$ cat config.mk
export PLATFORM = sky130hd
export DESIGN_NAME = mfp_top
export DESIGN_NICKNAME = d
export VERILOG_FILES = /design/src/hdl/mfp_pkg.sv /design/src/hdl/mfp_filter.sv /design/src/hdl/mfp_pad_ctrl.sv /design/src/hdl/mfp_top.sv
export SDC_FILE = /design/constraint.sdc
export NUM_CORES = 1
export LEC_CHECK = 0
export BUFFER_PORTS_ARGS = -buffer_cell sky130_fd_sc_hd__buf_2
export CORE_UTILIZATION = 55
export DETAILED_ROUTE_END_ITERATION = 16
export PLACE_DENSITY_LB_ADDON = 0.08
export SLEW_MARGIN = 20
export SYNTH_ARGS = -nofsm -noshare
export SYNTH_HDL_FRONTEND = slang
export SYNTH_SLANG_ARGS = --single-unit
$ cat constraint.sdc
create_clock -name core_clk_in -period 5.3 [get_ports core_clk_in]
set_input_delay 1.06 -clock core_clk_in [delete_from_list [all_inputs] [get_ports core_clk_in]]
set_output_delay 1.06 -clock core_clk_in [all_outputs]
set_load 0.03 [all_outputs]
$ cat src/hdl/mfp_pkg.sv
// Package of constants and types for the multi-function pin configuration block
//----------------------------------------------------------------------------
// Operation
// - Pin A function field picks GPIO, driver enable, reset out, power good, sleep, wake.
// - Pin B function field picks GPIO, I2C clock, SPI select, watchdog trigger, sleep, wake.
// - Input deglitch bit 0 only synchronises; 1 adds an 8 us filter.
// - Pull enable bit 0 disconnects the pull resistor, 1 connects it.
// - Pull select picks down at 0, up at 1, only while pull enabled.
// - Output type bit picks push-pull at 0, open-drain at 1.
// - Direction bit 0 makes a GPIO pin an input, 1 an output; pin A driver enable, reset out and power good always drive.
// - Pin A register at 0x31 resets to 0x2A.
// - Pin B register at 0x32 resets to 0x0A.
// - Both registers fully readable and writable with the fixed field layout.
//----------------------------------------------------------------------------
package mfp_pkg;

    localparam int unsigned CLK_FREQ_HZ = 40000000;
    localparam int unsigned FILTER_TIME_NS = 8000;
    localparam int unsigned FILTER_CYCLES = (FILTER_TIME_NS * (CLK_FREQ_HZ / 1000000)) / 1000;

    localparam logic [7:0] PIN_A_CONFIG_OFFSET = 8'h31;
    localparam logic [7:0] PIN_B_CONFIG_OFFSET = 8'h32;
    localparam logic [7:0] PIN_A_CONFIG_RESET = 8'h2A;
    localparam logic [7:0] PIN_B_CONFIG_RESET = 8'h0A;

    localparam int unsigned FUNC_MSB = 7;
    localparam int unsigned FUNC_LSB = 5;
    localparam int unsigned FILTER_BIT = 4;
    localparam int unsigned PULL_ON_BIT = 3;
    localparam int unsigned PULL_UP_BIT = 2;
    localparam int unsigned OPEN_DRAIN_BIT = 1;
    localparam int unsigned DIRECTION_BIT = 0;

    // Function codes shared by both pins
    localparam logic [2:0] FN_GPIO = 3'h0;
    localparam logic [2:0] FN_ALT1 = 3'h1;
    localparam logic [2:0] FN_ALT2 = 3'h2;
    localparam logic [2:0] FN_ALT3 = 3'h3;
    localparam logic [2:0] FN_SLEEP_ONE = 3'h4;
    localparam logic [2:0] FN_SLEEP_TWO = 3'h5;
    localparam logic [2:0] FN_WAKE_ONE = 3'h6;
    localparam logic [2:0] FN_WAKE_TWO = 3'h7;

    // Configuration fields of one pin
    typedef struct packed {
        logic [2:0] function_select;
        logic filter_on;
        logic pull_on;
        logic pull_up_choice;
        logic open_drain;
        logic direction;
    } mfp_config_t;

    // Pad controls for one pin
    typedef struct packed {
        logic pull_up_on;
        logic pull_down_on;
        logic pad_out;
        logic pad_oe_n;
    } mfp_pad_t;

endpackage : mfp_pkg

$ cat src/hdl/mfp_filter.sv
// Input synchroniser with optional stable-time deglitch filter
`timescale 1ns/1ps
`default_nettype none
module mfp_filter #(
    parameter int unsigned STABLE_CYCLES = mfp_pkg::FILTER_CYCLES
) (
    input wire logic core_clk_in,
    input wire logic reset_in,
    input wire logic clk_en_in,
    input wire logic pin_in,
    input wire logic filter_on_in,
    output logic level_out
);
    localparam int unsigned CW = $clog2(STABLE_CYCLES + 1);
    localparam logic [CW-1:0] LAST = CW'(STABLE_CYCLES - 1);

    logic sync1_q;
    logic sync2_q;
    logic [CW-1:0] count_q;
    logic level_q;
    wire logic differs = sync2_q != level_q;
    wire logic expired = count_q >= LAST;

    //----------------------------------------------------------------------
    // Two-stage synchroniser, then filter
    //----------------------------------------------------------------------
    always_ff @(posedge core_clk_in) begin
        if (reset_in) begin
            sync1_q <= 1'b0;
            sync2_q <= 1'b0;
            count_q <= '0;
            level_q <= 1'b0;
        end else if (clk_en_in) begin
            sync1_q <= pin_in;
            sync2_q <= sync1_q;
            if (!filter_on_in) begin
                level_q <= sync2_q;
                count_q <= '0;
            end else if (!differs) begin
                count_q <= '0;
            end else if (expired) begin
                level_q <= sync2_q;
                count_q <= '0;
            end else begin
                count_q <= count_q + 1'b1;
            end
        end
    end

    assign level_out = level_q;
endmodule : mfp_filter
`default_nettype wire

$ cat src/hdl/mfp_pad_ctrl.sv
// Pad control for one pin: pulls, drive type, direction
`timescale 1ns/1ps
`default_nettype none
module mfp_pad_ctrl (
    input wire logic core_clk_in,
    input wire logic reset_in,
    input wire logic clk_en_in,
    input wire mfp_pkg::mfp_config_t cfg_in,
    input wire logic drive_in,
    input wire logic is_output_in,
    output mfp_pkg::mfp_pad_t pad_out
);
    wire logic drive_low = !drive_in;
    wire logic enable_drive = is_output_in && (!cfg_in.open_drain || drive_low);
    mfp_pkg::mfp_pad_t pad_d;

    // Pull and drive decode
    always_comb begin
        pad_d.pull_up_on = cfg_in.pull_on && cfg_in.pull_up_choice;
        pad_d.pull_down_on = cfg_in.pull_on && !cfg_in.pull_up_choice;
        pad_d.pad_out = drive_in;
        pad_d.pad_oe_n = !enable_drive;
    end

    // Registered pad controls
    always_ff @(posedge core_clk_in) begin
        if (reset_in) begin
            pad_out <= '{pull_up_on: 1'b0, pull_down_on: 1'b0, pad_out: 1'b0, pad_oe_n: 1'b1};
        end else if (clk_en_in) begin
            pad_out <= pad_d;
        end
    end
endmodule : mfp_pad_ctrl
`default_nettype wire

$ cat src/hdl/mfp_top.sv
// Top of the two multi-function pin configuration block
//
// The implementer's own choice: strobed register access.
`timescale 1ns/1ps
`default_nettype none
module mfp_top #(
    parameter int unsigned STABLE_CYCLES = mfp_pkg::FILTER_CYCLES
) (
    input wire logic core_clk_in,
    input wire logic reset_in,
    input wire logic clk_en_in,
    // Register port
    input wire logic [7:0] reg_addr_in,
    input wire logic [7:0] reg_wdata_in,
    input wire logic reg_write_in,
    input wire logic reg_read_in,
    output logic [7:0] reg_rdata_out,
    // Pads
    input wire logic pin_a_in,
    input wire logic pin_b_in,
    output mfp_pkg::mfp_pad_t pin_a_pad_out,
    output mfp_pkg::mfp_pad_t pin_b_pad_out,
    // Core-side signals driven out through the pins
    input wire logic pin_a_gpio_out_in,
    input wire logic pin_b_gpio_out_in,
    input wire logic external_driver_enable_in,
    input wire logic processor_reset_out_in,
    input wire logic power_good_out_in,
    input wire logic secondary_i2c_clock_drive_in,
    // Pin levels delivered to the core
    output logic pin_a_gpio_level_out,
    output logic pin_b_gpio_level_out,
    output logic secondary_i2c_clock_out,
    output logic spi_chip_select_n_out,
    output logic watchdog_trigger_out,
    output logic sleep_request_one_out,
    output logic sleep_request_two_out,
    output logic wake_input_one_out,
    output logic wake_input_two_out
);
    //------------------------------------------------------------------------
    // Configuration registers
    //------------------------------------------------------------------------
    mfp_pkg::mfp_config_t pin_a_config_q;
    mfp_pkg::mfp_config_t pin_b_config_q;
    logic [7:0] rdata_q;

    wire logic hit_a = reg_addr_in == mfp_pkg::PIN_A_CONFIG_OFFSET;
    wire logic hit_b = reg_addr_in == mfp_pkg::PIN_B_CONFIG_OFFSET;
    wire logic [7:0] rdata_d = hit_a ? pin_a_config_q : (hit_b ? pin_b_config_q : 8'h00);

    // Register writes, full byte on a hit
    always_ff @(posedge core_clk_in) begin
        if (reset_in) begin
            pin_a_config_q <= mfp_pkg::PIN_A_CONFIG_RESET;
            pin_b_config_q <= mfp_pkg::PIN_B_CONFIG_RESET;
        end else if (clk_en_in && reg_write_in) begin
            if (hit_a) begin
                pin_a_config_q <= reg_wdata_in;
            end
            if (hit_b) begin
                pin_b_config_q <= reg_wdata_in;
            end
        end
    end

    // Read data in the cycle after the strobe only
    always_ff @(posedge core_clk_in) begin
        if (reset_in) begin
            rdata_q <= 8'h00;
        end else if (clk_en_in) begin
            rdata_q <= reg_read_in ? rdata_d : 8'h00;
        end
    end
    assign reg_rdata_out = rdata_q;

    //------------------------------------------------------------------------
    // Input paths
    //------------------------------------------------------------------------
    logic level_a;
    logic level_b;

    mfp_filter #(.STABLE_CYCLES(STABLE_CYCLES)) u_filter_a (
        .core_clk_in(core_clk_in),
        .reset_in(reset_in),
        .clk_en_in(clk_en_in),
        .pin_in(pin_a_in),
        .filter_on_in(pin_a_config_q.filter_on),
        .level_out(level_a)
    );

    mfp_filter #(.STABLE_CYCLES(STABLE_CYCLES)) u_filter_b (
        .core_clk_in(core_clk_in),
        .reset_in(reset_in),
        .clk_en_in(clk_en_in),
        .pin_in(pin_b_in),
        .filter_on_in(pin_b_config_q.filter_on),
        .level_out(level_b)
    );

    //------------------------------------------------------------------------
    // Function routing
    //------------------------------------------------------------------------
    wire logic [2:0] fn_a = pin_a_config_q.function_select;
    wire logic [2:0] fn_b = pin_b_config_q.function_select;
    wire logic in_a = !pin_a_config_q.direction;
    wire logic in_b = !pin_b_config_q.direction;

    // Pin A drive source: GPIO, driver enable, reset out, power good
    logic drive_a;
    logic out_a;
    always_comb begin
        drive_a = 1'b0;
        out_a = 1'b0;
        case (fn_a)
            mfp_pkg::FN_GPIO: begin
                drive_a = pin_a_gpio_out_in;
                out_a = pin_a_config_q.direction;
            end
            mfp_pkg::FN_ALT1: begin
                drive_a = external_driver_enable_in;
                out_a = 1'b1;
            end
            mfp_pkg::FN_ALT2: begin
                drive_a = processor_reset_out_in;
                out_a = 1'b1;
            end
            mfp_pkg::FN_ALT3: begin
                drive_a = power_good_out_in;
                out_a = 1'b1;
            end
            default: begin
                drive_a = 1'b0;
                out_a = 1'b0;
            end
        endcase
    end

    // Pin B drive source: GPIO or secondary I2C clock
    logic drive_b;
    logic out_b;
    always_comb begin
        drive_b = 1'b0;
        out_b = 1'b0;
        case (fn_b)
            mfp_pkg::FN_GPIO: begin
                drive_b = pin_b_gpio_out_in;
                out_b = pin_b_config_q.direction;
            end
            mfp_pkg::FN_ALT1: begin
                drive_b = secondary_i2c_clock_drive_in;
                out_b = pin_b_config_q.direction;
            end
            default: begin
                drive_b = 1'b0;
                out_b = 1'b0;
            end
        endcase
    end

    mfp_pad_ctrl u_pad_a (
        .core_clk_in(core_clk_in),
        .reset_in(reset_in),
        .clk_en_in(clk_en_in),
        .cfg_in(pin_a_config_q),
        .drive_in(drive_a),
        .is_output_in(out_a),
        .pad_out(pin_a_pad_out)
    );

    mfp_pad_ctrl u_pad_b (
        .core_clk_in(core_clk_in),
        .reset_in(reset_in),
        .clk_en_in(clk_en_in),
        .cfg_in(pin_b_config_q),
        .drive_in(drive_b),
        .is_output_in(out_b),
        .pad_out(pin_b_pad_out)
    );

    // Input functions; idle levels when not routed
    wire logic slp1_d = (fn_a == mfp_pkg::FN_SLEEP_ONE && in_a) ? level_a
                      : ((fn_b == mfp_pkg::FN_SLEEP_ONE && in_b) ? level_b : 1'b1);
    wire logic slp2_d = (fn_a == mfp_pkg::FN_SLEEP_TWO && in_a) ? level_a
                      : ((fn_b == mfp_pkg::FN_SLEEP_TWO && in_b) ? level_b : 1'b1);
    wire logic wk1_d = ((fn_a == mfp_pkg::FN_WAKE_ONE && in_a) && level_a)
                     || ((fn_b == mfp_pkg::FN_WAKE_ONE && in_b) && level_b);
    wire logic wk2_d = ((fn_a == mfp_pkg::FN_WAKE_TWO && in_a) && level_a)
                     || ((fn_b == mfp_pkg::FN_WAKE_TWO && in_b) && level_b);
    wire logic scl_d = (fn_b == mfp_pkg::FN_ALT1) ? level_b : 1'b1;
    wire logic cs_d = (fn_b == mfp_pkg::FN_ALT2 && in_b) ? level_b : 1'b1;
    wire logic wdt_d = (fn_b == mfp_pkg::FN_ALT3 && in_b) && level_b;
    wire logic gpa_d = (fn_a == mfp_pkg::FN_GPIO) && level_a;
    wire logic gpb_d = (fn_b == mfp_pkg::FN_GPIO) && level_b;

    // Registered core-side outputs
    always_ff @(posedge core_clk_in) begin
        if (reset_in) begin
            sleep_request_one_out <= 1'b1;
            sleep_request_two_out <= 1'b1;
            wake_input_one_out <= 1'b0;
            wake_input_two_out <= 1'b0;
            secondary_i2c_clock_out <= 1'b1;
            spi_chip_select_n_out <= 1'b1;
            watchdog_trigger_out <= 1'b0;
            pin_a_gpio_level_out <= 1'b0;
            pin_b_gpio_level_out <= 1'b0;
        end else if (clk_en_in) begin
            sleep_request_one_out <= slp1_d;
            sleep_request_two_out <= slp2_d;
            wake_input_one_out <= wk1_d;
            wake_input_two_out <= wk2_d;
            secondary_i2c_clock_out <= scl_d;
            spi_chip_select_n_out <= cs_d;
            watchdog_trigger_out <= wdt_d;
            pin_a_gpio_level_out <= gpa_d;
            pin_b_gpio_level_out <= gpb_d;
        end
    end
endmodule : mfp_top
`default_nettype wire

==> results of run 1 <==
cells by family (layout without fill, tap and decap cells):
group | after synthesis | count (layout) | share of synthesized area
and+or+nand+nor | 127 | 127 | 0.220
AOI/OAI and AO/OA | 93 | 93 | 0.231
DFF | 65 | 65 | 0.411
buffers and inverters | 34 | 77 | 0.0493
muxes | 21 | 21 | 0.0715
adders and majority gates | 2 | 2 | 0.00789
xor gates and xnor gates | 2 | 2 | 0.0103
area by class of cell:
type                       count  area, µm²  share of cell area
clock buffer                   9        124              0.0344
tap                           72       90.1              0.0250
clock inverter                 7       78.8              0.0219
multi-input combinational    245       1710               0.475
inverter                       8       30.0             0.00834
timing repair buffer          53        265              0.0737
sequential                    65       1300               0.361
cell usage in the layout, fill, tap and decap left out, types with 6 or more instances in the layout:
cell	n
sky130_fd_sc_hd__nand2b_1	6
sky130_fd_sc_hd__nand2_1	21
sky130_fd_sc_hd__nand3_1	11
sky130_fd_sc_hd__a211o_1	13
sky130_fd_sc_hd__clkbuf_8	9
sky130_fd_sc_hd__buf_2	53
sky130_fd_sc_hd__inv_1	8
sky130_fd_sc_hd__and3_1	6
sky130_fd_sc_hd__mux2i_1	17
sky130_fd_sc_hd__dfxtp_1	65
sky130_fd_sc_hd__nor2_1	43
sky130_fd_sc_hd__a22oi_1	10
sky130_fd_sc_hd__o22a_1	6
sky130_fd_sc_hd__a211oi_1	19
sky130_fd_sc_hd__nor2b_1	6
sky130_fd_sc_hd__nand3b_1	6
sky130_fd_sc_hd__a21oi_1	9
sky130_fd_sc_hd__a2bb2oi_1	8
flip-flops by register name, indices dropped and copies added (netlist names), 3 cells and up:
name and count:
fn_b 3, u_filter_a.count_q 9, u_pad_a.pad_out 4, pin_b_config_q 5, reg_rdata_out 8, pin_a_config_q 5
u_filter_b.count_q 9, fn_a 3, u_pad_b.pad_out 4
power by group:
part | switching (mW) | internal [mW] | leakage, nW
clock | 0.209 | 0.221 | 0.0925
sequential | 0.00394 | 0.494 | 0.526
combinational | 0.0382 | 0.0227 | 0.949
metal layers:
| layer | GRT usage | share of wire | up-vias |
|---|---|---|---|
| met5 | 0 | 0 | - |
| met4 | 0.0926 | 0.011 | 0 |
| met3 | 0.0447 | 0.034 | 9 |
| met2 | 0.405 | 0.48 | 62 |
| met1 | 0.319 | 0.47 | 1283 |
| li1 | - | - | 1359 |
worst register-to-register path, cell delays in order (launching register included):
cell and delay (ns):
sky130_fd_sc_hd__dfxtp_1 0.37, sky130_fd_sc_hd__ha_1 0.28, sky130_fd_sc_hd__a21o_1 0.17, sky130_fd_sc_hd__a211o_1 0.46, sky130_fd_sc_hd__a2111oi_2 0.41, sky130_fd_sc_hd__a211o_1 0.14
through the flow:
stage | instance area [µm²] | util | worst slack [ns] | power [mW]
floorplan | 3170 | - | 3.09 | 0.549
global placement | 3400 | 0.613 | 2.40 | 0.570
detailed placement | 3400 | 0.613 | 2.37 | 0.570
CTS | 3600 | 0.650 | 2.71 | 0.994
global route | 3600 | 0.650 | 2.60 | 1.03
finish | 3600 | 0.650 | 2.72 | 0.989
how the worst max path moves through the flow:
stage	endpoint	slack, ns	cells past startpoint
after floorplan	pin_b_config_q[1]	3.09	3
after global placement	fn_a[0]	2.40	4
after detailed placement	pin_a_config_q[3]	2.37	4
after CTS	pin_a_config_q[3]	2.71	4
after global routing	fn_a[2]	2.60	5
final	pin_a_config_q[3]	2.72	4
==> impl_results.html, run 1 <==
<table>
<tr><th>Metric</th><th>Value</th></tr>
<tr><th colspan="2">Timing</th></tr>
<tr><td>Total of endpoints with negative setup slack in the final report</td><td>0</td></tr>
<tr><td>Final hold violations</td><td>0</td></tr>
<tr><td>Unrepaired setup endpoints after global routing</td><td>no</td></tr>
<tr><td>Fin crit share</td><td>0.487</td></tr>
<tr><td>Transition time of the tightest slew-check pin</td><td>0.963 ns</td></tr>
<tr><td>Skew final</td><td>slightly below 0.008 ns</td></tr>
<tr><td>Smallest hold slack</td><td>~0.46 ns</td></tr>
<tr><td>Max Transition Viols Final</td><td>0</td></tr>
<tr><td>Min cycle time layout</td><td>2.58 ns</td></tr>
<tr><td>Worst-case headroom to the max-slew limit</td><td>0.358</td></tr>
<tr><td>Total Negative Setup Slacks</td><td>0 ns</td></tr>
<tr><td>Max Clk Rate</td><td>~390 MHz</td></tr>
<tr><th colspan="2">Logic synthesis</th></tr>
<tr><td>Combined area of all synthesized cells</td><td>3170 µm²</td></tr>
<tr><td>Ys async rst share</td><td>0</td></tr>
<tr><td>Avg Synthesized Cell Area</td><td>between 9 and 10 µm²</td></tr>
<tr><td>Sequential cell area fraction in the yosys report</td><td>0.411</td></tr>
<tr><td>Number of synthesized flops with an enable pin</td><td>0</td></tr>
<tr><td>Top-count cell post-synth</td><td>sky130_fd_sc_hd__dfxtp_1</td></tr>
<tr><td>Area share of the largest cell type after synthesis</td><td>0.411</td></tr>
<tr><td>Post-synth top cells</td><td>sky130_fd_sc_hd__dfxtp_1 (65), sky130_fd_sc_hd__nor2_1 (43), sky130_fd_sc_hd__nand2_1 (21), sky130_fd_sc_hd__a211oi_1 (19), sky130_fd_sc_hd__mux2i_1 (17)</td></tr>
<tr><td>Number of distinct library cells after synthesis</td><td>between 50 and 60</td></tr>
<tr><td>Yosys top cell by area</td><td>sky130_fd_sc_hd__dfxtp_1</td></tr>
<tr><td>Ranking of synthesized cells by area</td><td>sky130_fd_sc_hd__dfxtp_1 (41%), sky130_fd_sc_hd__mux2i_1 (5.4%), sky130_fd_sc_hd__nor2_1 (5.1%)</td></tr>
<tr><td>Synthesized netlist cell count</td><td>344</td></tr>
<tr><td>YS warnings</td><td>0</td></tr>
<tr><td>Leading register cell type out of synthesis</td><td>sky130_fd_sc_hd__dfxtp_1</td></tr>
<tr><td>Number of nets produced by synthesis</td><td>approximately 380</td></tr>
<tr><td>Yosys reg bits</td><td>65</td></tr>
<tr><th colspan="2">Global route</th></tr>
<tr><td>GRT Resource Usage Total</td><td>0.246</td></tr>
<tr><td>Pin count of the biggest net entering global routing</td><td>a little under 60</td></tr>
<tr><td>Antenna violations before repair</td><td>0</td></tr>
<tr><td>Via count of the first global-routing pass</td><td>approximately 2,500</td></tr>
<tr><td>First-pass GRT wire length</td><td>between 10,000 and 15,000 µm</td></tr>
<tr><td>Grt ovf</td><td>0</td></tr>
<tr><th colspan="2">Drt</th></tr>
<tr><td>Routed wire length</td><td>between 6000 and 7000 µm</td></tr>
<tr><td>Average wire per standard cell</td><td>15.1 µm</td></tr>
<tr><td>Via density per instance</td><td>between 5 and 6</td></tr>
<tr><td>Drt drc</td><td>0</td></tr>
<tr><td>Number of DRC markers after the initial detailed-route iteration</td><td>between 100 and 150</td></tr>
<tr><td>Iteration count of the initial detailed-routing pass</td><td>5</td></tr>
<tr><td>Via Count</td><td>2,713</td></tr>
<tr><td>DRT antenna net count</td><td>0</td></tr>
<tr><th colspan="2">Power</th></tr>
<tr><td>Cell area power density</td><td>between 200 and 300 nW/µm²</td></tr>
<tr><td>Cell leakage power</td><td>1.57 nW</td></tr>
<tr><td>Maximum vdd ir drop</td><td>roughly 0.00020 V</td></tr>
<tr><th colspan="2">Placed design</th></tr>
<tr><td>Half-perimeter wire length after detailed placement</td><td>4700 µm</td></tr>
<tr><td>Post-placement cell count</td><td>between 400 and 500</td></tr>
<tr><td>Final weighted congestion in routability-driven placement</td><td>~0.75</td></tr>
<tr><td># port buffers</td><td>53</td></tr>
<tr><th colspan="2">Layout</th></tr>
<tr><td># diodes</td><td>0</td></tr>
<tr><td>Fill cell total of the finished layout</td><td>around 480</td></tr>
<tr><td>Fraction of final layout cells sized beyond drive strength 1</td><td>0.225</td></tr>
<tr><td>Final layout net count</td><td>just over 400</td></tr>
<tr><td>Post-route non-filler standard cell count</td><td>approximately 460</td></tr>
<tr><td>Synth-to-Final Area Change</td><td>13.6%</td></tr>
<tr><th colspan="2">Setup path</th></tr>
<tr><td>RR Endpoint</td><td>u_filter_a.count_q[3]</td></tr>
<tr><td>Timing startpoint of the critical path</td><td>clk_en_in</td></tr>
<tr><td>Critical setup path kind</td><td>in2reg</td></tr>
<tr><td>Buf+Inv Stages, Crit Path</td><td>1</td></tr>
<tr><td>Setup slack, reg-to-reg</td><td>between 3 and 4 ns</td></tr>
<tr><td>Arrival time of data at the critical path endpoint</td><td>between 2 and 3 ns</td></tr>
<tr><td>Largest delay share family, worst path</td><td>simple AND/OR/NAND/NOR gates</td></tr>
<tr><td>Launch point of the worst reg-to-reg path</td><td>u_filter_a.count_q[0]</td></tr>
<tr><td>Worst-path cell chain</td><td>buf_2 &gt; and3_1 &gt; nand4_1 &gt; a211o_1</td></tr>
<tr><td>Worst reg2reg path depth</td><td>5</td></tr>
<tr><td>Highest fanout seen on the critical path</td><td>33</td></tr>
<tr><td>Critical path's largest stage delay</td><td>0.49 ns</td></tr>
<tr><td>Master of the slowest instance on the critical path</td><td>sky130_fd_sc_hd__buf_2</td></tr>
<tr><td>Required time of the worst setup path</td><td>approximately 5.5 ns</td></tr>
<tr><td>CP Launch Type</td><td>input port</td></tr>
<tr><td>Nature of the critical path endpoint</td><td>register</td></tr>
<tr><th colspan="2">Floorplanning</th></tr>
<tr><td>Die W</td><td>77.9 µm</td></tr>
<tr><td>Placeable Area</td><td>between 5000 and 6000 µm²</td></tr>
<tr><td>Die outline height</td><td>just under 80 µm</td></tr>
<tr><td>Floorplan die area</td><td>roughly 6000 µm²</td></tr>
<tr><td>Standard-cell row count</td><td>27</td></tr>
<tr><td>I/O pin cnt</td><td>54</td></tr>
<tr><td>Starting Density</td><td>0.572</td></tr>
<tr><th colspan="2">Clock tree</th></tr>
<tr><td>Post-CTS setup buffer count</td><td>0</td></tr>
<tr><td>Hold-fix buffer count after cts</td><td>0</td></tr>
<tr><td>Cts bufs inserted</td><td>9</td></tr>
<tr><td>Clk sinks</td><td>65</td></tr>
<tr><td>Clock slew at reported path FFs</td><td>roughly 0.080 ns</td></tr>
<tr><td>Total of cells resized after clock tree synthesis</td><td>0</td></tr>
<tr><td>Clock tree from TritonCTS</td><td>built</td></tr>
<tr><td>Clk_lat worst skew</td><td>between 0.3 and 0.4 ns</td></tr>
<tr><td>CTS root buf</td><td>sky130_fd_sc_hd__clkbuf_8</td></tr>
<tr><td>Clock buffer depth</td><td>2</td></tr>
<tr><td># H-tree levels</td><td>3</td></tr>
<tr><th colspan="2">Status</th></tr>
<tr><td>Result of the run</td><td>finished, final reports clean</td></tr>
<tr><th colspan="2">Worst hold path</th></tr>
<tr><td>Start point of the worst hold path</td><td>u_pad_b.pad_out[3]</td></tr>
<tr><td>Worst hold path endpoint</td><td>u_pad_b.pad_out[3]</td></tr>
<tr><td>Class of the worst hold path</td><td>reg2reg</td></tr>
<tr><td>Cell depth of the worst hold path</td><td>2</td></tr>
<tr><th colspan="2">Run</th></tr>
<tr><td>Maximum capacitance violations</td><td>0</td></tr>
</table>
(Power assumes the default switching activity.)
==> run 2, diff against run 1 <==
--- a/config.mk
+++ b/config.mk
@@ -5,6 +5,7 @@
 export SDC_FILE = /design/constraint.sdc
 export NUM_CORES = 1
 export LEC_CHECK = 0
+export ABC_AREA = 1
 export BUFFER_PORTS_ARGS = -buffer_cell sky130_fd_sc_hd__buf_2
 export CORE_UTILIZATION = 55
 export DETAILED_ROUTE_END_ITERATION = 16
==> constraint.sdc (replaced) <==
create_clock -name core_clk_in -period 2.6 [get_ports core_clk_in]
set_input_delay 0.52 -clock core_clk_in [delete_from_list [all_inputs] [get_ports core_clk_in]]
set_output_delay 0.52 -clock core_clk_in [all_outputs]
set_load 0.03 [all_outputs]
==> run 2 against run 1 <==
Against the previous run: register-to-register slack got worse by 2.3 ns; sequential power rose by 110%; first-iteration DRC count fell by 9.1%; largest power group is now clock.
==> impl_results.html, run 2 <==
<table>
<tr><th>Metric</th><th>Value</th></tr>
<tr><th colspan="2">Timing</th></tr>
<tr><td>Total of endpoints with negative setup slack in the final report</td><td>0 (unchanged)</td></tr>
<tr><td>Worst-case headroom to the max-slew limit</td><td>0.730 (+0.372)</td></tr>
<tr><td>Fin crit share</td><td>0.554</td></tr>
<tr><td>Unrepaired setup endpoints after global routing</td><td>no</td></tr>
<tr><td>Max Clk Rate</td><td>694 MHz</td></tr>
<tr><td>Max Transition Viols Final</td><td>0 (unchanged)</td></tr>
<tr><td>Total Negative Setup Slacks</td><td>0 ns (unchanged)</td></tr>
<tr><td>Min cycle time layout</td><td>around 1.4 ns</td></tr>
<tr><td>Skew final</td><td>0.00686 ns (-0.000844 ns)</td></tr>
<tr><td>Transition time of the tightest slew-check pin</td><td>0.403 ns (-0.560 ns)</td></tr>
<tr><td>Smallest hold slack</td><td>0.404 ns (-0.0561 ns)</td></tr>
<tr><td>Final hold violations</td><td>0 (unchanged)</td></tr>
<tr><th colspan="2">Logic synthesis</th></tr>
<tr><td>Leading register cell type out of synthesis</td><td>sky130_fd_sc_hd__dfxtp_1</td></tr>
<tr><td>Avg Synthesized Cell Area</td><td>7.06 µm² (-23%)</td></tr>
<tr><td>Xor/xnor cell area share of the yosys netlist</td><td>0.0282 (+0.0179)</td></tr>
<tr><td>Top-count cell post-synth</td><td>sky130_fd_sc_hd__nand2_1</td></tr>
<tr><td>Ranking of synthesized cells by area</td><td>sky130_fd_sc_hd__dfxtp_1 (42%), sky130_fd_sc_hd__nand2_1 (13%), sky130_fd_sc_hd__a21oi_1 (8.2%)</td></tr>
<tr><td>Synthesized netlist cell count</td><td>440 (+28%)</td></tr>
<tr><td>YS warnings</td><td>0 (unchanged)</td></tr>
<tr><td>Main combinational cell family by area after synthesis</td><td>simple AND/OR/NAND/NOR gates</td></tr>
<tr><td>Combined area of all synthesized cells</td><td>3110 µm² (-1.9%)</td></tr>
<tr><td>Number of synthesized flops with an enable pin</td><td>0 (unchanged)</td></tr>
<tr><td>Area fraction in compound gates after synthesis</td><td>0.176 (-0.0546)</td></tr>
<tr><td>Area share of the largest cell type after synthesis</td><td>0.419 (+0.00810)</td></tr>
<tr><td>Number of distinct library cells after synthesis</td><td>37 (-31%)</td></tr>
<tr><td>Adder-cell area share of the yosys netlist</td><td>0.00805 (+0.000156)</td></tr>
<tr><td>Post-synth top cells</td><td>sky130_fd_sc_hd__nand2_1 (108), sky130_fd_sc_hd__dfxtp_1 (65), sky130_fd_sc_hd__a21oi_1 (51), sky130_fd_sc_hd__inv_1 (40)</td></tr>
<tr><td>Yosys top cell by area</td><td>sky130_fd_sc_hd__dfxtp_1</td></tr>
<tr><td>Yosys reg bits</td><td>65 (unchanged)</td></tr>
<tr><td>Sequential cell area fraction in the yosys report</td><td>0.419 (+0.00810)</td></tr>
<tr><td>Number of nets produced by synthesis</td><td>471 (+26%)</td></tr>
<tr><td>Ys async rst share</td><td>0 (unchanged)</td></tr>
<tr><td>Simple-gate area share of the yosys netlist</td><td>0.278 (+0.0579)</td></tr>
<tr><td>Multiplexer area fraction after synthesis</td><td>0 (-0.0715)</td></tr>
<tr><th colspan="2">Drt</th></tr>
<tr><td>Average wire per standard cell</td><td>12.1 µm (-20%)</td></tr>
<tr><td>Via density per instance</td><td>5.21 (-12%)</td></tr>
<tr><td>Routed length on met1</td><td>3260 µm (-0.97%)</td></tr>
<tr><td>Drt drc</td><td>0 (unchanged)</td></tr>
<tr><td>Routed wire length</td><td>6880 µm (-0.99%)</td></tr>
<tr><td>DR top layer</td><td>met4</td></tr>
<tr><td>Iteration count of the initial detailed-routing pass</td><td>4 (-1)</td></tr>
<tr><td>Number of DRC markers after the initial detailed-route iteration</td><td>120 (-9.1%)</td></tr>
<tr><td>DRT antenna net count</td><td>0 (unchanged)</td></tr>
<tr><td>Via Count</td><td>2,962 (+9.2%)</td></tr>
<tr><td>Detailed route wirelength on metal3</td><td>237 µm (-0.42%)</td></tr>
<tr><td>Length of routed met2 wiring</td><td>3250 µm (-2.5%)</td></tr>
<tr><th colspan="2">Global route</th></tr>
<tr><td>GRT Resource Usage Total</td><td>0.249 (+0.00388)</td></tr>
<tr><td>Via count of the first global-routing pass</td><td>2,718 (+7.0%)</td></tr>
<tr><td>Grt ovf</td><td>0 (unchanged)</td></tr>
<tr><td>First-pass GRT wire length</td><td>11,900 µm (+1.3%)</td></tr>
<tr><td>Pin count of the biggest net entering global routing</td><td>36 (-38%)</td></tr>
<tr><td>Antenna violations before repair</td><td>0 (unchanged)</td></tr>
<tr><th colspan="2">Setup path</th></tr>
<tr><td>Largest delay share family, worst path</td><td>simple AND/OR/NAND/NOR gates</td></tr>
<tr><td>Required time of the worst setup path</td><td>2.87 ns (-2.66 ns)</td></tr>
<tr><td>Master of the slowest instance on the critical path</td><td>sky130_fd_sc_hd__dfxtp_1</td></tr>
<tr><td>Nature of the critical path endpoint</td><td>register</td></tr>
<tr><td>CP Launch Type</td><td>register</td></tr>
<tr><td>Setup slack, reg-to-reg</td><td>1.16 ns (-2.25 ns)</td></tr>
<tr><td>Arrival time of data at the critical path endpoint</td><td>1.71 ns (-1.10 ns)</td></tr>
<tr><td>Buf+Inv Stages, Crit Path</td><td>0 (-1)</td></tr>
<tr><td>Critical path's largest stage delay</td><td>0.34 ns (-0.15 ns)</td></tr>
<tr><td>RR Endpoint</td><td>u_filter_b.count_q[7]</td></tr>
<tr><td>Worst reg2reg path depth</td><td>8 (+3)</td></tr>
<tr><td>Highest fanout seen on the critical path</td><td>9 (-73%)</td></tr>
<tr><td>Critical setup path kind</td><td>reg2reg</td></tr>
<tr><td>Worst-path cell chain</td><td>ha_1 &gt; nand3_1 &gt; o21ai_1 &gt; nand2_1 &gt; nand2_1 &gt; nor2_4 &gt; o21ai_1 &gt; a21oi_1</td></tr>
<tr><td>Launch point of the worst reg-to-reg path</td><td>u_filter_b.count_q[0]</td></tr>
<tr><th colspan="2">Layout</th></tr>
<tr><td>Final layout net count</td><td>523 (+27%)</td></tr>
<tr><td>Most used cells in the layout excluding fill and tap cells</td><td>sky130_fd_sc_hd__nand2_1 (108), sky130_fd_sc_hd__dfxtp_1 (65), sky130_fd_sc_hd__buf_2 (53), sky130_fd_sc_hd__a21oi_1 (51), sky130_fd_sc_hd__inv_1 (40)</td></tr>
<tr><td>Synth-to-Final Area Change</td><td>17.8%</td></tr>
<tr><td>Fraction of final layout cells sized beyond drive strength 1</td><td>0.209 (-0.0156)</td></tr>
<tr><td>Most common library cell in the layout ignoring fill and taps</td><td>sky130_fd_sc_hd__nand2_1</td></tr>
<tr><td># diodes</td><td>0 (unchanged)</td></tr>
<tr><th colspan="2">Clock tree</th></tr>
<tr><td>CTS root buf</td><td>sky130_fd_sc_hd__clkbuf_8</td></tr>
<tr><td>Clock slew at reported path FFs</td><td>0.07 ns (about the same)</td></tr>
<tr><td>Clock buffer depth</td><td>2 (unchanged)</td></tr>
<tr><td>Total of cells resized after clock tree synthesis</td><td>0 (unchanged)</td></tr>
<tr><td>Clock tree from TritonCTS</td><td>built</td></tr>
<tr><td>Clk_lat worst skew</td><td>0.34 ns (about the same)</td></tr>
<tr><td>Post-CTS setup buffer count</td><td>0 (unchanged)</td></tr>
<tr><td>Cts bufs inserted</td><td>9 (unchanged)</td></tr>
<tr><td># H-tree levels</td><td>3 (unchanged)</td></tr>
<tr><td>Clk sinks</td><td>65 (unchanged)</td></tr>
<tr><td>Hold-fix buffer count after cts</td><td>0 (unchanged)</td></tr>
<tr><th colspan="2">Power</th></tr>
<tr><td>Sequential share of power</td><td>0.458 (-0.045)</td></tr>
<tr><td>Sw Ratio</td><td>0.227 (-0.0272)</td></tr>
<tr><td>Total net switching power</td><td>0.509 mW (+100%)</td></tr>
<tr><td>Clock group share of total power</td><td>0.469 (+0.034)</td></tr>
<tr><td>Maximum vdd ir drop</td><td>0.000402 V (+97%)</td></tr>
<tr><td>Share of total power in combinational logic</td><td>0.072 (+0.010)</td></tr>
<tr><td>Cell leakage power</td><td>1.61 nW (+3.0%)</td></tr>
<tr><td>Cell area power density</td><td>612 nW/µm² (+120%)</td></tr>
<tr><td>Internal cell power</td><td>1.73 mW (+130%)</td></tr>
<tr><th colspan="2">Floorplanning</th></tr>
<tr><td>I/O pin cnt</td><td>54 (unchanged)</td></tr>
<tr><td>Floorplan die area</td><td>5960 µm² (-1.9%)</td></tr>
<tr><td>Die outline height</td><td>77.2 µm (-0.95%)</td></tr>
<tr><td>Standard-cell row count</td><td>27 (unchanged)</td></tr>
<tr><td>Starting Density</td><td>0.568 (-0.00414)</td></tr>
<tr><td>Die W</td><td>77.2 µm (-0.95%)</td></tr>
<tr><td>Placeable Area</td><td>5470 µm² (-1.2%)</td></tr>
<tr><th colspan="2">Worst hold path</th></tr>
<tr><td>Worst hold path endpoint</td><td>pin_a_config_q[3]</td></tr>
<tr><td>Class of the worst hold path</td><td>in2reg</td></tr>
<tr><td>Start point of the worst hold path</td><td>reg_wdata_in[3]</td></tr>
<tr><td>Cell depth of the worst hold path</td><td>3 (+1)</td></tr>
<tr><th colspan="2">Placed design</th></tr>
<tr><td># port buffers</td><td>53 (unchanged)</td></tr>
<tr><td>Half-perimeter wire length after detailed placement</td><td>4990 µm (+6.1%)</td></tr>
<tr><td>Final weighted congestion in routability-driven placement</td><td>0.879 (+18%)</td></tr>
<tr><th colspan="2">Status</th></tr>
<tr><td>Result of the run</td><td>finished, final reports clean</td></tr>
<tr><th colspan="2">Run</th></tr>
<tr><td>Maximum capacitance violations</td><td>0 (unchanged)</td></tr>
</table>
==> run 2: cell types whose count changed in the layout (fill, tap and decap cells not counted), moves of 14 or more <==
cell / previous run / this run
sky130_fd_sc_hd__inv_1: 8 / 40
sky130_fd_sc_hd__o21ai_1: 0 / 14
sky130_fd_sc_hd__a21oi_1: 9 / 51
sky130_fd_sc_hd__mux2i_1: 17 / 0
sky130_fd_sc_hd__o21ai_0: 4 / 19
sky130_fd_sc_hd__a211oi_1: 19 / 0
sky130_fd_sc_hd__nand2_1: 21 / 108
sky130_fd_sc_hd__nand3_1: 11 / 32
==> run 2: metal layers <==
metal / vias up / GRT usage
met2: 54 / 0.418
li1: 1536 / -
met4: 0 / 0.104
met5: - / 0
met3: 11 / 0.0417
met1: 1361 / 0.315
==> run 2: worst max-delay path by stage <==
| stage | start | end | slack [ns] | cells past startpoint |
|---|---|---|---|---|
| 6_report | u_filter_b.count_q[0] | u_filter_b.count_q[7] | 1.16 | 8 |
| 5_1_grt | u_filter_b.count_q[0] | u_filter_b.count_q[5] | 0.97 | 8 |
| 4_1_cts | u_filter_b.count_q[0] | u_filter_b.count_q[7] | 1.14 | 8 |
| 3_5_place_dp | clk_en_in | u_filter_b.count_q[5] | 0.84 | 6 |
| 3_3_place_gp | clk_en_in | u_filter_b.count_q[3] | 0.87 | 6 |
| 2_1_floorplan | reg_addr_in[7] | fn_a[2] | 1.10 | 7 |
==> run 2: cells by family (layout without fill, tap and decap cells) <==
logic type | after synthesis | count (layout)
xor+xnor | 10 | 10
buf+inv | 70 | 127
compound gates | 99 | 99
flops | 65 | 65
fa+ha+maj | 2 | 2
simple gates | 194 | 194
==> run 2: power by group through the flow <==
| stage | Sequential [mW] | Combinational [mW] | Clock [mW] |
|---|---|---|---|
| 2_1_floorplan | 1.07 | 0.0799 | 0 |
| 3_3_place_gp | 1.05 | 0.160 | 0 |
| 3_5_place_dp | 1.05 | 0.162 | 0 |
| 4_1_cts | 1.03 | 0.162 | 1.07 |
| 5_1_grt | 1.03 | 0.178 | 1.10 |
| 6_report | 1.03 | 0.162 | 1.05 |
==> run 2: layout make-up <==
| cell class | count | area [µm²] |
|---|---|---|
| fill | 512 | 1810 |
| multi-input combinational | 305 | 1520 |
| sequential | 65 | 1300 |
| timing repair buffer | 58 | 303 |
| inverter | 53 | 199 |
| clock buffer | 11 | 141 |
| clock inverter | 5 | 103 |
| tap | 72 | 90.1 |
==> run 2: metrics by stage <==
stage                     setup slack [ns]  area, µm²  instances  utilization  power, mW
final                                 1.16       3660        569        0.669       2.24
after global routing                 0.973       3660        569        0.669       2.31
after CTS                             1.14       3660        569        0.669       2.26
after detailed placement             0.839       3420        553        0.624       1.21
after global placement               0.871       3420        553        0.624       1.21
after floorplan                       1.10       3110        440            -       1.15
==> run 2: worst reg2reg max path, stage by stage, from the launching register on <==
cell and delay [ns]:
sky130_fd_sc_hd__dfxtp_1 0.34, sky130_fd_sc_hd__ha_1 0.22, sky130_fd_sc_hd__nand3_1 0.14, sky130_fd_sc_hd__o21ai_1 0.08
sky130_fd_sc_hd__nand2_1 0.08, sky130_fd_sc_hd__nand2_1 0.09, sky130_fd_sc_hd__nor2_4 0.20, sky130_fd_sc_hd__o21ai_1 0.11
sky130_fd_sc_hd__a21oi_1 0.12
==> run 3, diff against run 2 <==
==> constraint.sdc (replaced) <==
create_clock -name core_clk_in -period 1.5 [get_ports core_clk_in]
set_input_delay 0.3 -clock core_clk_in [delete_from_list [all_inputs] [get_ports core_clk_in]]
set_output_delay 0.3 -clock core_clk_in [all_outputs]
set_load 0.03 [all_outputs]
==> run 3 against run 2 <==
Against the previous run: core utilization rose by 1.5 points; routed wire length rose by 4.1%; clock skew barely moved; clock power rose by 42%; sequential power rose by 73%; flip-flop and latch count did not move; count of clock-buffer cells in the layout rose by 1; first-iteration DRC count rose by 5.8%; register-to-register slack got worse by 1.1 ns; global-route usage rose by 0.25 points; maximum frequency rose by 1.8%; combinational power rose by 84%.
==> impl_results.html, run 3 (same netlist as run 2, synthesis figures left out) <==
<table>
<tr><th>Metric</th><th>Value</th></tr>
<tr><th colspan="2">Setup path</th></tr>
<tr><td>RR Endpoint</td><td>u_filter_a.count_q[6]</td></tr>
<tr><td>Critical path's largest stage delay</td><td>0.34 ns (about the same)</td></tr>
<tr><td>Critical setup path kind</td><td>reg2reg</td></tr>
<tr><td>Worst reg2reg path depth</td><td>7 (-1)</td></tr>
<tr><td>Buf+Inv Stages, Crit Path</td><td>0 (unchanged)</td></tr>
<tr><td>Required time of the worst setup path</td><td>1.73 ns (-1.14 ns)</td></tr>
<tr><td>Largest delay share family, worst path</td><td>simple AND/OR/NAND/NOR gates</td></tr>
<tr><td>Worst-path cell chain</td><td>ha_2 &gt; nand3_1 &gt; o21ai_1 &gt; nand2_1 &gt; and2_2 &gt; nand3_1 &gt; a21oi_1</td></tr>
<tr><td>Launch point of the worst reg-to-reg path</td><td>u_filter_a.count_q[0]</td></tr>
<tr><td>Crit. path cell count</td><td>7 (-1)</td></tr>
<tr><td>CP Launch Type</td><td>register</td></tr>
<tr><td>Master of the slowest instance on the critical path</td><td>sky130_fd_sc_hd__dfxtp_2</td></tr>
<tr><td>Most frequent cell on the critical path</td><td>sky130_fd_sc_hd__nand3_1</td></tr>
<tr><td>Nature of the critical path endpoint</td><td>register</td></tr>
<tr><td>Highest fanout seen on the critical path</td><td>5 (-4)</td></tr>
<tr><td>Setup slack, reg-to-reg</td><td>0.08 ns (-1.08 ns)</td></tr>
<tr><td>Arrival time of data at the critical path endpoint</td><td>1.64 ns (-0.07 ns)</td></tr>
<tr><th colspan="2">Clock tree</th></tr>
<tr><td>Clk_lat worst skew</td><td>0.34 ns (about the same)</td></tr>
<tr><td>CTS root buf</td><td>sky130_fd_sc_hd__clkbuf_8</td></tr>
<tr><td># H-tree levels</td><td>3 (unchanged)</td></tr>
<tr><td>Clock buffer depth</td><td>2 (unchanged)</td></tr>
<tr><td>Cts bufs inserted</td><td>9 (unchanged)</td></tr>
<tr><td>Clock tree from TritonCTS</td><td>built</td></tr>
<tr><td>Clk sinks</td><td>65 (unchanged)</td></tr>
<tr><td>Hold-fix buffer count after cts</td><td>0 (unchanged)</td></tr>
<tr><td>Clock slew at reported path FFs</td><td>0.07 ns (about the same)</td></tr>
<tr><th colspan="2">Global route</th></tr>
<tr><td>Antenna violations before repair</td><td>0 (unchanged)</td></tr>
<tr><td>First-pass GRT wire length</td><td>11,800 µm (-0.75%)</td></tr>
<tr><td>Pin count of the biggest net entering global routing</td><td>31 (-14%)</td></tr>
<tr><td>GRT Resource Usage Total</td><td>0.252 (+0.00252)</td></tr>
<tr><td>Grt ovf</td><td>0 (unchanged)</td></tr>
<tr><td>Via count of the first global-routing pass</td><td>2,718 (unchanged)</td></tr>
<tr><th colspan="2">Timing</th></tr>
<tr><td>Final hold violations</td><td>0 (unchanged)</td></tr>
<tr><td>Slack of the critical path</td><td>0.0846 ns (-1.08 ns)</td></tr>
<tr><td>Skew final</td><td>0.00707 ns (+0.000209 ns)</td></tr>
<tr><td>Min cycle time layout</td><td>1.42 ns (-0.0249 ns)</td></tr>
<tr><td>Worst-case headroom to the max-slew limit</td><td>0.779 (+0.0489)</td></tr>
<tr><td>Max Clk Rate</td><td>707 MHz (+1.8%)</td></tr>
<tr><td>Max Transition Viols Final</td><td>0 (unchanged)</td></tr>
<tr><td>Total of endpoints with negative setup slack in the final report</td><td>0 (unchanged)</td></tr>
<tr><td>Fin crit share</td><td>0.944 (+0.390)</td></tr>
<tr><td>Transition time of the tightest slew-check pin</td><td>0.329 ns (-0.0745 ns)</td></tr>
<tr><th colspan="2">Status</th></tr>
<tr><td>Result of the run</td><td>finished, final reports clean</td></tr>
<tr><th colspan="2">Power</th></tr>
<tr><td>Maximum vdd ir drop</td><td>0.000596 V (+48%)</td></tr>
<tr><td>Sequential share of power</td><td>0.499 (+0.041)</td></tr>
<tr><td>Total power of the final layout</td><td>3.56 mW (+59%)</td></tr>
<tr><td>Clock group share of total power</td><td>0.417 (-0.052)</td></tr>
<tr><td>Internal cell power</td><td>2.71 mW (+57%)</td></tr>
<tr><td>Cell leakage power</td><td>1.66 nW (+2.7%)</td></tr>
<tr><td>Cell area power density</td><td>952 nW/µm² (+56%)</td></tr>
<tr><td>Total net switching power</td><td>0.852 mW (+68%)</td></tr>
<tr><td>Sw Ratio</td><td>0.239 (+0.0120)</td></tr>
<tr><td>Share of total power in combinational logic</td><td>0.084 (+0.012)</td></tr>
<tr><th colspan="2">Floorplanning</th></tr>
<tr><td>Standard-cell row count</td><td>27 (unchanged)</td></tr>
<tr><td>I/O pin cnt</td><td>54 (unchanged)</td></tr>
<tr><td>Starting Density</td><td>0.568 (unchanged)</td></tr>
<tr><td>Placeable Area</td><td>5470 µm² (unchanged)</td></tr>
<tr><td>Floorplan die area</td><td>5960 µm² (unchanged)</td></tr>
<tr><td>Die outline height</td><td>77.2 µm (unchanged)</td></tr>
<tr><td>Die W</td><td>77.2 µm (unchanged)</td></tr>
<tr><th colspan="2">Drt</th></tr>
<tr><td>Number of DRC markers after the initial detailed-route iteration</td><td>127 (+5.8%)</td></tr>
<tr><td>Routed wire length</td><td>7160 µm (+4.1%)</td></tr>
<tr><td>Via Count</td><td>2,996 (+1.1%)</td></tr>
<tr><td>Iteration count of the initial detailed-routing pass</td><td>4 (unchanged)</td></tr>
<tr><td>DRT antenna net count</td><td>0 (unchanged)</td></tr>
<tr><td>Via density per instance</td><td>5.17 (-0.60%)</td></tr>
<tr><td>Average wire per standard cell</td><td>12.4 µm (+2.3%)</td></tr>
<tr><td>Drt drc</td><td>0 (unchanged)</td></tr>
<tr><th colspan="2">Layout</th></tr>
<tr><td># diodes</td><td>0 (unchanged)</td></tr>
<tr><td>Synth-to-Final Area Change</td><td>20.4%</td></tr>
<tr><td>Final layout net count</td><td>534 (+2.1%)</td></tr>
<tr><td>Most used cells in the layout excluding fill and tap cells</td><td>sky130_fd_sc_hd__nand2_1 (107), sky130_fd_sc_hd__dfxtp_1 (62), sky130_fd_sc_hd__buf_2 (53), sky130_fd_sc_hd__a21oi_1 (51), sky130_fd_sc_hd__inv_1 (40)</td></tr>
<tr><td>Fill cell total of the finished layout</td><td>493 (-3.7%)</td></tr>
<tr><td>Most common library cell in the layout ignoring fill and taps</td><td>sky130_fd_sc_hd__nand2_1</td></tr>
<tr><td>Area of all placed cells without fillers</td><td>3740 µm² (+2.3%)</td></tr>
<tr><td>Fraction of final layout cells sized beyond drive strength 1</td><td>0.243 (+0.0333)</td></tr>
<tr><th colspan="2">Placed design</th></tr>
<tr><td># port buffers</td><td>53 (unchanged)</td></tr>
<tr><td>Final weighted congestion in routability-driven placement</td><td>0.888 (+0.97%)</td></tr>
<tr><td>Area post-placement</td><td>3520 µm² (+2.9%)</td></tr>
<tr><td>Post-place setup slack</td><td>0.0590 ns (-0.780 ns)</td></tr>
<tr><td>Half-perimeter wire length after detailed placement</td><td>5270 µm (+5.6%)</td></tr>
<tr><th colspan="2">Worst hold path</th></tr>
<tr><td>Cell depth of the worst hold path</td><td>3 (unchanged)</td></tr>
<tr><td>Start point of the worst hold path</td><td>reg_wdata_in[3]</td></tr>
<tr><td>Class of the worst hold path</td><td>in2reg</td></tr>
<tr><td>Worst hold path endpoint</td><td>pin_a_config_q[3]</td></tr>
<tr><th colspan="2">Run</th></tr>
<tr><td>Maximum capacitance violations</td><td>0 (unchanged)</td></tr>
</table>
## run 3: cell types whose count changed in the layout (fill, tap and decap cells not counted), sizes merged
cell / before / now
buf: 58 / 68
bufinv: 3 / 1
clkbuf: 11 / 12
clkinv: 2 / 3
clkinvlp: 1 / 0
nor2: 37 / 38
## run 3: power groups by stage
| stage | Sequential, mW | Combinational [mW] | Clock (mW) |
|---|---|---|---|
| global placement | 1.82 | 0.293 | 0 |
| global route | 1.78 | 0.330 | 1.58 |
| floorplan | 1.86 | 0.139 | 0 |
| CTS | 1.78 | 0.299 | 1.51 |
| detailed placement | 1.82 | 0.298 | 0 |
| finish | 1.78 | 0.298 | 1.49 |
## run 3: how the worst max path moves through the flow
stage,from,end,slack [ns]
finish,u_filter_a.count_q[0],u_filter_a.count_q[6],0.08
floorplan,reg_addr_in[7],fn_a[2],0.22
CTS,u_filter_b.count_q[0],u_filter_b.count_q[7],0.05
global placement,reg_addr_in[7],reg_rdata_out[5],0.12
global route,u_filter_a.count_q[1],u_filter_a.count_q[2],-0.004
detailed placement,reg_addr_in[7],reg_rdata_out[5],0.06
## run 3: per-layer routing
layer	track usage	vias up	routed length, µm
li1	-	1561	-
met1	0.304	1353	3280
met2	0.433	71	3510
met3	0.0405	11	248
met4	0.121	0	122
met5	0	-	0
## run 3: metrics by stage
stage	cells	hold WS, ns	setup TNS [ns]	util
after CTS	578	0.170	0	0.678
after floorplan	440	0.413	0	-
after detailed placement	563	0.450	0	0.642
after global routing	579	0.186	-0.00882	0.684
after global placement	563	0.448	0	0.642
final	579	0.174	0	0.684
## run 3: cell type report
type,count,area (µm²),share of cell area
Clock inverter,3,40.0,0.0107
Sequential cell,65,1310,0.349
Clock buffer,12,155,0.0415
Inverter,53,199,0.0532
Tap cell,72,90.1,0.0241
Timing Repair Buffer,68,403,0.108
Multi-Input combinational cell,306,1550,0.414
## run 3: what timing repair did
action / in CTS / in global routing
gates resized for setup: 0 / 10
buffers inserted: 0 / 0
endpoints found under the setup margin: 0 / 15
## run 3: tightest hold or removal path, cell delays in order
cell and delay (ns):
sky130_fd_sc_hd__buf_2 0.09, sky130_fd_sc_hd__nand2_1 0.05, sky130_fd_sc_hd__nand3_1 0.05
